===== src/rtl/dcpwm_pkg.sv =====
// Constants shared by the dual channel pulse width unit
package dcpwm_pkg;
    localparam int unsigned DCPWM_CH = 2;
    localparam int unsigned DCPWM_AW = 3;
    localparam int unsigned DCPWM_DW = 16;
    // ----------------------------------------
    // Register offsets
    // ----------------------------------------
    localparam logic [2:0] OFS_CTRL = 3'h0;
    localparam logic [2:0] OFS_PRESC = 3'h1;
    localparam logic [2:0] OFS_WIDTH0 = 3'h2;
    localparam logic [2:0] OFS_WIDTH1 = 3'h3;
    localparam logic [2:0] OFS_PDIR = 3'h4;
    localparam logic [2:0] OFS_PLATCH = 3'h5;
    localparam logic [2:0] OFS_PULLUP = 3'h6;
    // ----------------------------------------
    // Control field layout, per channel stride
    // ----------------------------------------
    localparam int unsigned CTRL_LEVEL = 0;
    localparam int unsigned CTRL_EN = 1;
    localparam int unsigned CTRL_STRIDE = 2;
    localparam int unsigned CTRL_SYNC = 4;
    localparam int unsigned PRESC_STRIDE = 2;
    // ----------------------------------------
    // Reset values and write masks
    // ----------------------------------------
    localparam logic [7:0] CTRL_RST = 8'h05;
    localparam logic [7:0] CTRL_MASK = 8'h3f;
    localparam logic [7:0] PRESC_RST = 8'h00;
    localparam logic [7:0] PRESC_MASK = 8'h0f;
    localparam logic [1:0] PDIR_RST = 2'h3;
    localparam logic [1:0] PLATCH_RST = 2'h0;
    localparam logic PULLUP_RST = 1'b0;
    // ----------------------------------------
    // Width field layout and cycle figures
    // ----------------------------------------
    localparam int unsigned WID_BASE_LSB = 8;
    localparam int unsigned WID_EXT_LSB = 4;
    localparam logic [7:0] CYC_LAST = 8'hff;
    localparam logic [3:0] GRP_LAST = 4'hf;
    localparam logic [1:0] PRE_ZERO = 2'h0;
endpackage


===== src/rtl/dcpwm_unit.sv =====
// Dual channel 12-bit pulse width output unit with port fallback
//
// The plain strobed port and the register offsets are this design's own decisions.
`timescale 1ns/10ps
`default_nettype none
module dcpwm_unit
    import dcpwm_pkg::*;
(
    input wire logic clk,
    input wire logic nrst,
    input wire logic [DCPWM_AW-1:0] regAddr,
    input wire logic [DCPWM_DW-1:0] regWdata,
    input wire logic regWr,
    input wire logic regRd,
    output logic [DCPWM_DW-1:0] regRdata,
    output logic [DCPWM_CH-1:0] pinOut,
    output logic [DCPWM_CH-1:0] pinOe,
    output logic [DCPWM_CH-1:0] pinPullUp
);

    // ----------------------------------------
    // Helpers
    // ----------------------------------------
    function automatic logic [3:0] bitRev4(input logic [3:0] v);
        bitRev4 = {v[0], v[1], v[2], v[3]};
    endfunction

    // Active clocks in one basic cycle: base plus one extra if picked
    function automatic logic [8:0] activeLen(input logic [15:0] w, input logic [3:0] grp);
        logic addOne;
        addOne = 1'b0;
        addOne = (bitRev4(grp) <= w[WID_EXT_LSB +: 4]);
        activeLen = {1'b0, w[WID_BASE_LSB +: 8]} + {8'h00, addOne};
    endfunction

    // ----------------------------------------
    // Register file
    // ----------------------------------------
    logic [7:0] ctrl_r;
    logic [7:0] presc_r;
    logic [15:0] width_r [DCPWM_CH];
    logic [1:0] pDir_r;
    logic [1:0] pLatch_r;
    logic pullUp_r;
    logic [DCPWM_DW-1:0] regRdata_r;

    wire logic wrCtrl = regWr && (regAddr == OFS_CTRL);
    wire logic wrPresc = regWr && (regAddr == OFS_PRESC);
    wire logic wrW0 = regWr && (regAddr == OFS_WIDTH0);
    wire logic wrW1 = regWr && (regAddr == OFS_WIDTH1);
    wire logic wrDir = regWr && (regAddr == OFS_PDIR);
    wire logic wrLatch = regWr && (regAddr == OFS_PLATCH);
    wire logic wrPull = regWr && (regAddr == OFS_PULLUP);

    logic [DCPWM_DW-1:0] rdMux;
    always_comb begin
        rdMux = '0;
        unique case (regAddr)
            OFS_CTRL: rdMux = {8'h00, ctrl_r};
            OFS_PRESC: rdMux = {8'h00, presc_r};
            OFS_WIDTH0: rdMux = width_r[0];
            OFS_WIDTH1: rdMux = width_r[1];
            OFS_PDIR: rdMux = {14'h0000, pDir_r};
            OFS_PLATCH: rdMux = {14'h0000, pLatch_r};
            OFS_PULLUP: rdMux = {15'h0000, pullUp_r};
            default: rdMux = '0;
        endcase
    end

    always_ff @(posedge clk or negedge nrst) begin
        if (!nrst) begin
            ctrl_r <= CTRL_RST;
            presc_r <= PRESC_RST;
            pDir_r <= PDIR_RST;
            pLatch_r <= PLATCH_RST;
            pullUp_r <= PULLUP_RST;
            regRdata_r <= '0;
        end else begin
            if (wrCtrl) begin
                ctrl_r <= regWdata[7:0] & CTRL_MASK;
            end
            if (wrPresc) begin
                presc_r <= regWdata[7:0] & PRESC_MASK;
            end
            if (wrDir) begin
                pDir_r <= regWdata[1:0];
            end
            if (wrLatch) begin
                pLatch_r <= regWdata[1:0];
            end
            if (wrPull) begin
                pullUp_r <= regWdata[0];
            end
            regRdata_r <= regRd ? rdMux : '0;
        end
    end

    // No reset on purpose: contents are undefined until software loads them
    always_ff @(posedge clk) begin
        if (wrW0) begin
            width_r[0] <= regWdata;
        end
        if (wrW1) begin
            width_r[1] <= regWdata;
        end
    end

    assign regRdata = regRdata_r;

    // ----------------------------------------
    // Channels
    // ----------------------------------------
    logic [DCPWM_CH-1:0] pinOut_r;
    logic [DCPWM_CH-1:0] pinOe_r;
    logic [DCPWM_CH-1:0] pinPullUp_r;

    for (genvar c = 0; c < DCPWM_CH; c++) begin : gCh
        wire logic chEn = ctrl_r[c*CTRL_STRIDE + CTRL_EN];
        wire logic chLevel = ctrl_r[c*CTRL_STRIDE + CTRL_LEVEL];
        wire logic chSync = ctrl_r[CTRL_SYNC + c];
        wire logic [1:0] divSel = presc_r[c*PRESC_STRIDE +: 2];

        logic [1:0] pre_r;
        logic [7:0] down_r;
        logic [3:0] grp_r;
        logic [15:0] act_r;
        logic run_r;

        // Divide by divSel+1; tick is the unit clock enable
        wire logic tick = (pre_r == divSel);
        wire logic cycEnd = tick && (down_r == 8'h00);
        wire logic grpEnd = cycEnd && (grp_r == GRP_LAST);
        // Sync off: new width only at group edge, else every basic cycle
        wire logic reload = chSync ? cycEnd : grpEnd;
        wire logic [3:0] grpNxt = grp_r + 4'h1;
        wire logic [8:0] len = activeLen(act_r, grp_r);
        // Elapsed clocks in cycle is 255 minus the down count
        wire logic pwmOn = run_r && ({1'b0, ~down_r} < len);

        always_ff @(posedge clk or negedge nrst) begin
            if (!nrst) begin
                pre_r <= PRE_ZERO;
                down_r <= CYC_LAST;
                grp_r <= 4'h0;
                act_r <= 16'h0000;
                run_r <= 1'b0;
            end else if (!chEn) begin
                // Stop at once; next enable begins a fresh group
                pre_r <= PRE_ZERO;
                down_r <= CYC_LAST;
                grp_r <= 4'h0;
                run_r <= 1'b0;
            end else if (!run_r) begin
                // Start lines up with a group edge by opening one here
                act_r <= width_r[c];
                run_r <= 1'b1;
            end else if (tick) begin
                pre_r <= PRE_ZERO;
                down_r <= down_r - 8'h01;
                if (cycEnd) begin
                    down_r <= CYC_LAST;
                    grp_r <= grpNxt;
                end
                if (reload) begin
                    act_r <= width_r[c];
                end
            end else begin
                pre_r <= pre_r + 2'h1;
            end
        end

        // Pin from level and port settings, all registered
        always_ff @(posedge clk or negedge nrst) begin
            if (!nrst) begin
                pinOut_r[c] <= 1'b0;
                pinOe_r[c] <= 1'b0;
                pinPullUp_r[c] <= 1'b0;
            end else if (run_r) begin
                pinOut_r[c] <= chLevel ? pwmOn : ~pwmOn;
                pinOe_r[c] <= 1'b1;
                pinPullUp_r[c] <= 1'b0;
            end else begin
                // Level bit unused here, so writing it moves nothing
                pinOut_r[c] <= pLatch_r[c];
                pinOe_r[c] <= ~pDir_r[c];
                pinPullUp_r[c] <= pDir_r[c] & pullUp_r;
            end
        end
    end

    assign pinOut = pinOut_r;
    assign pinOe = pinOe_r;
    assign pinPullUp = pinPullUp_r;

endmodule
`default_nettype wire


===== config.mk =====
export PLATFORM = sky130hd
export DESIGN_NAME = dcpwm_unit
export DESIGN_NICKNAME = d
export VERILOG_FILES = /design/src/rtl/dcpwm_pkg.sv /design/src/rtl/dcpwm_unit.sv
export SDC_FILE = /design/constraint.sdc
export NUM_CORES = 1
export LEC_CHECK = 0
export BUFFER_PORTS_ARGS = -buffer_cell sky130_fd_sc_hd__buf_2
export CAP_MARGIN = 20
export CORE_ASPECT_RATIO = 1.5
export CORE_UTILIZATION = 54
export DETAILED_ROUTE_END_ITERATION = 10
export PLACE_DENSITY = 0.82
export SKIP_LAST_GASP = 1
export SYNTH_ARGS = -nofsm -noshare
export SYNTH_HDL_FRONTEND = slang
export SYNTH_SLANG_ARGS = --single-unit

===== constraint.sdc =====
create_clock -name clk -period 2.8 [get_ports clk]
set_clock_uncertainty 0.2 [all_clocks]
set_input_delay 0.56 -clock clk [delete_from_list [all_inputs] [get_ports clk]]
set_output_delay 0.56 -clock clk [all_outputs]
set_load 0.05 [all_outputs]

==> results of run 1 <==
[power by group]
part           leakage (nW)  internal (W)  switching (W)
registers              1.39       0.00215       0.000333
logic                  1.63      0.000779       0.000781
clock network         0.280       0.00141       0.000810
total                  3.31       0.00434        0.00192
[timing repair]
item                                    CTS  global route
hold buffers                              1             0
pin swaps                                 7             3
endpoints found under the hold margin    40             0
endpoints found under the setup margin    2             2
setup buffers                             4             0
gates resized for setup                   4             4
[registers in the layout, indices dropped and copies added, names as in the netlist, 4 cells and up]
| register | count |
|---|---|
| gCh.act_r | 24 |
| presc_r | 4 |
| regRdata | 16 |
| gCh.grp_r | 8 |
| ctrl_r | 6 |
| width_r | 32 |
| gCh.down_r | 16 |
| gCh.pre_r | 4 |
[critical path, cell delays in order (launching register included)]
cell      delay (ns)
dfrtp_1         0.38
ha_1            0.30
nor2b_4         0.13
o21ai_2         0.11
nand2b_1        0.07
a21oi_1         0.13
a41o_1          0.18
ha_2            0.24
nand3_2         0.11
xor2_1          0.17
ha_1            0.31
nand3_2         0.08
o211ai_1        0.22
a21oi_2         0.09
or3_1           0.35
a31oi_1         0.20
[layout make-up]
| class | count | share of cell area [%] |
|---|---|---|
| clock buffers | 19 | 5.97 |
| clock inverters | 13 | 2.33 |
| inverters | 32 | 1.66 |
| multi-input cells | 330 | 36.2 |
| flip-flops and latches | 123 | 45.0 |
| well taps | 144 | 2.49 |
| repair buffers | 72 | 6.35 |
[cell usage in the layout, fill, tap and decap left out, types with 11 or more instances in the layout]
cell type / n
a21oi_1: 11
buf_2: 43
buf_4: 26
clkbuf_16: 17
dfrtp_1: 71
dfstp_2: 20
edfxtp_1: 32
ha_1: 26
inv_1: 32
mux2_2: 20
mux2_4: 20
mux2i_1: 17
nand2_1: 37
nand3_1: 19
nor2_1: 28
o21ai_0: 12
xnor2_1: 19
xor2_1: 14
[worst max path at each step]
stage / slack (ns) / cells past startpoint / endpoint / from
finish: -0.56 / 15 / pinOut[1] / gCh[1].grp_r[2]
detailed placement: -0.53 / 16 / pinOut[1] / gCh[1].act_r[5]
global route: -0.77 / 16 / pinOut[0] / gCh[0].act_r[5]
global placement: -0.41 / 16 / pinOut[1] / gCh[1].act_r[5]
floorplan: -0.19 / 15 / pinOut[1] / gCh[1].grp_r[2]
CTS: -0.55 / 15 / pinOut[1] / gCh[1].grp_r[2]
[through the flow]
stage	total power (W)	TNS [ns]	setup WS [ns]
2_1_floorplan	0.00352	-0.326	-0.194
3_3_place_gp	0.00385	-0.691	-0.406
3_5_place_dp	0.00395	-1.00	-0.527
4_1_cts	0.00627	-1.04	-0.547
5_1_grt	0.00659	-1.48	-0.765
6_report	0.00626	-1.07	-0.562
[routing by layer]
| metal | wire length [um] | global-route usage (%) | vias up |
|---|---|---|---|
| met3 | 416 | 6.78 | 35 |
| met1 | 5020 | 27.5 | 2075 |
| met2 | 7400 | 45.1 | 90 |
| li1 | - | - | 1925 |
| met4 | 480 | 13.0 | 0 |
| met5 | 0 | 0 | - |
[logic make-up after synthesis]
kind of cell,after synthesis
AO/OA/AOI/OAI,56
XOR/XNOR,34
adder cells (fa/ha/maj),30
buffers and inverters,45
flip-flops,123
multiplexers,60
AND/OR/NAND/NOR,150
==> results.md, run 1 <==
- P&R area growth vs syn: 20.3%
- Initial drt markers: 201
- Status: finished, violations left
- Drt wl/cell: 18.2 um
- Synth cell types: 52
- Sequential area share after synthesis: 54.1%
- Number of H-tree levels: 4
- Largest family of logic cells by synthesized area: simple AND/OR/NAND/NOR gates
- Cell taking the most area after synthesis: dfrtp_1
- Post-synth top cells: 71 x dfrtp_1, 37 x nand2_1, 32 x edfxtp_1, 32 x inv_1, 30 x ha_1
- Syn Inst Count: 498
- Final HPWL DP: about 9000 um
- Tmin final: 3.36 ns
- Vias/cell: 5.63
- Final instance area: ~0.0072 mm2
- Maximum VDD drop: 478 uV
- Clock Path Buffers: 2
- Synth top area cells: dfrtp_1 29%, edfxtp_1 16%, dfstp_2 8.7%, ha_1 6.2%, mux2_4 5.0%
- Hold Path Origin: regWdata[11]
- # setup viols final: 2
- Worst Path Max Fanout: 4
- Final setup margin: -0.562 ns
- Synth Area in Compound Gates: approximately 5.7%
- Hold slack final: around 0.14 ns
- Vias: 4125
- Post-synthesis xor/xnor area fraction: just over 5%
- Die Y: 131 um
- Die area: 0.0116 mm2
- First-pass DRT Iterations: 4
- Mux share of post-synthesis cell area: roughly an eighth
- IO buf count: 44
- Dpl cells: 696
- Initial antenna violation count: 0
- First-pass GRT wire length: 22000 um
- Detail Route Antenna Nets: 0
- Clk pin slew, worst setup/hold paths: roughly 0.06 ns
- Share of cells above drive strength 1: between 30% and 40%
- Gpl congestion: 0.823
- Diode count: 0
- Reg area: 0.00326 mm2
- I/O pin cnt: 45
- Die X: between 80 and 90 um
- Syn Nets: 551
- CP endpoint kind: flop
- Largest net degree at the start of global routing: 47
- Cell Area, Synth: 0.00603 mm2
- R2R Setup Slk: -0.56 ns
- CP arrival: 3.49 ns
- Clk_lat worst skew: 0.41 ns
- Final cell count without fillers: approximately 730
- Min-Delay Path Class: input pin to flop
- Cell depth of the worst flop-to-flop path: 15
- Most frequent cell after synthesis: dfrtp_1
- Critical path data required time: 2.92 ns
- Yosys top cell area share: 29.5%
- Maxcap violations: 0
- Final Cycle Share: 120%
- Cts bufs inserted: 17
- Dominant synthesized flop cell: dfrtp_1
- RR Endpoint: pinOut[1]
- Starting density of the core: 56.3%
- Hold Crit Endpoint: width_r[0][11]
- Clock Sinks: around 120
- Filler instances: 762
- Fmax: 0.297 GHz
- Slew at the pin closest to its max-slew limit: 0.616 ns
- Critical path class: flop to flop
- CTS tree: yes
- Rel. slew slack: 58.9%
- Post-synthesis register bit count: 123
- Total GRT Usage: 25.7%
- Grt ovf: 0
- Hold Vio Cnt, Final: 0
- CP startpoint kind: flop
- Root Buffer: clkbuf_16
- Violated checks: setup timing
- Post-Route Utilization: 67.7%
- Final Net Count: ~630
- Worst Hold Depth: 1
- Post-synth EDFFs: 32
- Footprint of the multi-input gates: 0.00262 mm2
- Final wirelength: 13300 um
- Placed instance area: roughly 0.0066 mm2
- Pins Over Slew Limit: 0
- Synthesis Warnings: 0
- Lkg Pwr: 3.31 nW
- Synthesized-area fraction occupied by and/or/nand/nor cells: 13.1%
- Mean Syn Cell Area: ~12 um2
- Post-synthesis async set-or-reset flop share: roughly three quarters
- Total core area: 0.0107 mm2
- Row cnt: 46
- Power per standard cell area: between 800 and 900 mW/mm2
- # DRC: 0
- Reg2reg start: gCh[1].grp_r[2]
- Vias in the first global route: between 4k and 5k
- RSZ-0062 raised after global routing: true
- Adder-cell share of the synthesized area: under 10%
No activity file was read; power rests on OpenSTA's default activity.
==> inputs of run 2 (changes only) <==
Settings changed: CORE_UTILIZATION 54 to 65, PLACE_DENSITY 0.82 to 0.91, RECOVER_POWER set to 50.
Clock period 2.8 ns to 4 ns, I/O delays scaled along.
==> run 2 against run 1 <==
Effect of this change: the run ends with capacitance limit, slew limit left; worst setup slack improved by 1.0 ns; sequential share of layout area rose by 2.4 points; critical path type unchanged; cell area fell by 5.0%; clock-buffer cell count rose by 10; sequential power fell by 30%; first-iteration DRC count rose by 33%; cell count fell by 7.9%; global-route usage rose by 4.8 points; core utilization rose by 9.4 points; die area fell by 17%.
==> results.md, run 2 (same netlist as run 1, synthesis figures left out) <==
- Largest net degree at the start of global routing: 35 (-26%)
- Number of H-tree levels: 4 (unchanged)
- Critical path data required time: 4.11 ns (+1.19 ns)
- Slew at the pin closest to its max-slew limit: 1.76 ns (+1.14 ns)
- Critical path class: flop to flop
- Filler instances: 521 (-32%)
- Drt wl/cell: 19.9 um (+9.7%)
- Worst Path Max Fanout: 4 (unchanged)
- Biggest register: width_r
- Tmin final: 3.55 ns (+0.192 ns)
- Total core area: 0.00893 mm2 (-17%)
- P&R area growth vs syn: 14.3%
- Die area: 0.00967 mm2 (-17%)
- Violated checks: capacitance limit, slew limit
- Initial drt markers: 267 (+33%)
- CTS tree: yes
- Final HPWL DP: 9080 um (+0.57%)
- Vias in the first global route: 4364 (-2.6%)
- First-pass GRT wire length: 21400 um (-2.8%)
- Vias: 4218 (+2.3%)
- # DRC: 0 (unchanged)
- Setup TNS: 0 ns (+1.07 ns)
- Commonest non-fill, non-tap cell in the layout: dfrtp_1
- Die Y: 120 um (-8.7%)
- Total GRT Usage: 30.5% (+4.8 points)
- First-pass DRT Iterations: 5 (+1)
- Row cnt: 42 (-8.7%)
- Detail Route Antenna Nets: 0 (unchanged)
- Reg area: 0.00326 mm2 (unchanged)
- Grt ovf: 0 (unchanged)
- Final wirelength: 13500 um (+1.0%)
- Postcts setup bufs: 0 (-4)
- Clock Sinks: 123 (unchanged)
- Cts bufs inserted: 17 (unchanged)
- CP endpoint kind: flop
- Root Buffer: clkbuf_16
- Clk pin slew, worst setup/hold paths: 0.05 ns (about the same)
- Maximum VDD drop: 386 uV (-19%)
- CTS Hold Bufs: 0 (-1)
- Vias/cell: 6.25 (+11%)
- Pins Over Slew Limit: 67 (+67)
- Final instance area: 0.00689 mm2 (-5.0%)
- # setup viols final: 0 (-2)
- Final Cycle Share: 88.8% (-31 points)
- Largest register FFs: 32 (unchanged)
- Fmax: 0.281 GHz (-5.4%)
- Maxcap violations: 2 (+2)
- Hold Vio Cnt, Final: 0 (unchanged)
- Min-Delay Path Class: flop to flop
- PostCTS Resize Cnt: 0 (-4)
- Starting density of the core: 67.5% (+11 points)
- Largest regs: width_r: 32 flops, gCh.act_r: 24 flops
- CP arrival: 3.67 ns (+0.18 ns)
- Rel. slew slack: -17.1% (-76 points)
- Clock Path Buffers: 2 (unchanged)
- Diode count: 0 (unchanged)
- I/O pin cnt: 45 (unchanged)
- Power per standard cell area: 612 mW/mm2 (-29%)
- Clk_lat worst skew: 0.41 ns (about the same)
- Placed instance area: 0.00636 mm2 (-3.3%)
- CP startpoint kind: flop
- Gpl congestion: 0.894 (+8.6%)
- RSZ-0062 raised after global routing: false
- Final Net Count: 605 (-3.8%)
- Share of cells above drive strength 1: 21.6% (-9.0 points)
- Footprint of the multi-input gates: 0.00258 mm2 (-1.8%)
- Commonest cells after routing, fill and taps aside: 71 x dfrtp_1, 37 x nand2_1, 32 x inv_1, 32 x edfxtp_1, 30 x ha_1
- Die X: 80.6 um (-8.7%)
- Status: finished, violations left
- IO buf count: 44 (unchanged)
- Initial antenna violation count: 0 (unchanged)
- Lkg Pwr: 3.12 nW (-5.7%)
[run 2: cell count changes in the layout (fill, tap and decap cells not counted), moves of 3 or more]
| cell | change |
|---|---|
| buf_2 | -14 |
| buf_4 | -24 |
| clkbuf_1 | +24 |
| clkbuf_8 | +3 |
| clkinv_4 | -3 |
| clkinvlp_4 | -4 |
| ha_1 | +4 |
| ha_2 | -4 |
[run 2: critical path, cell delays in order, from the launching register on]
cell,delay (ns)
dfrtp_1,0.43
ha_1,0.33
nor2b_1,0.14
o21ai_0,0.16
nand2b_1,0.07
a21oi_1,0.14
a41o_1,0.15
ha_1,0.23
nand4_1,0.12
xor2_1,0.17
ha_1,0.30
a21oi_1,0.20
o221ai_1,0.14
a21oi_1,0.23
mux2_2,0.37
o221ai_1,0.08
[run 2: where the power goes]
group,internal [W],switching (W)
sequential,0.00151,0.000243
clock,0.000966,0.000506
combinational,0.000467,0.000529
[run 2: final timing paths]
kind                            cells after the start                to       startpoint  slack, ns
max in group asynchronous                           2  gCh[0].act_r[12]             nrst       0.76
worst min-delay path                                1          pinOe[0]        pDir_r[0]       0.27
worst min register to register                      1          pinOe[0]        pDir_r[0]       0.27
worst max register to register                     15         pinOut[0]  gCh[0].grp_r[2]       0.45
worst max-delay path                               15         pinOut[0]  gCh[0].grp_r[2]       0.45
min in group asynchronous                           1          pinOe[0]             nrst       0.53
[run 2: final cells by class]
type	instances	share of cell area, %
sequential	123	47.4
multi-input combinational	330	37.4
clock buffer	29	7.27
timing repair buffer	48	3.25
tap	110	2.00
inverter	32	1.74
clock inverter	3	0.945
[run 2: per-stage QoR]
stage / cells / utilization [%] / power (W) / setup slack [ns] / hold WS (ns)
final: 675 / 77.1 / 0.00422 / 0.446 / 0.275
after global routing: 675 / 77.1 / 0.00440 / 0.219 / 0.298
after CTS: 675 / 77.5 / 0.00423 / 0.508 / 0.101
after detailed placement: 643 / 71.2 / 0.00273 / 0.568 / 0.268
after global placement: 643 / 71.2 / 0.00264 / 0.771 / 0.267
after floorplan: 498 / - / 0.00246 / 0.467 / 0.245
[run 2: layer usage]
metal | GRT usage, % | wire, um
met2 | 51.2 | 7230
met5 | 0 | 0
met1 | 35.1 | 5110
met3 | 6.77 | 583
met4 | 17.5 | 535
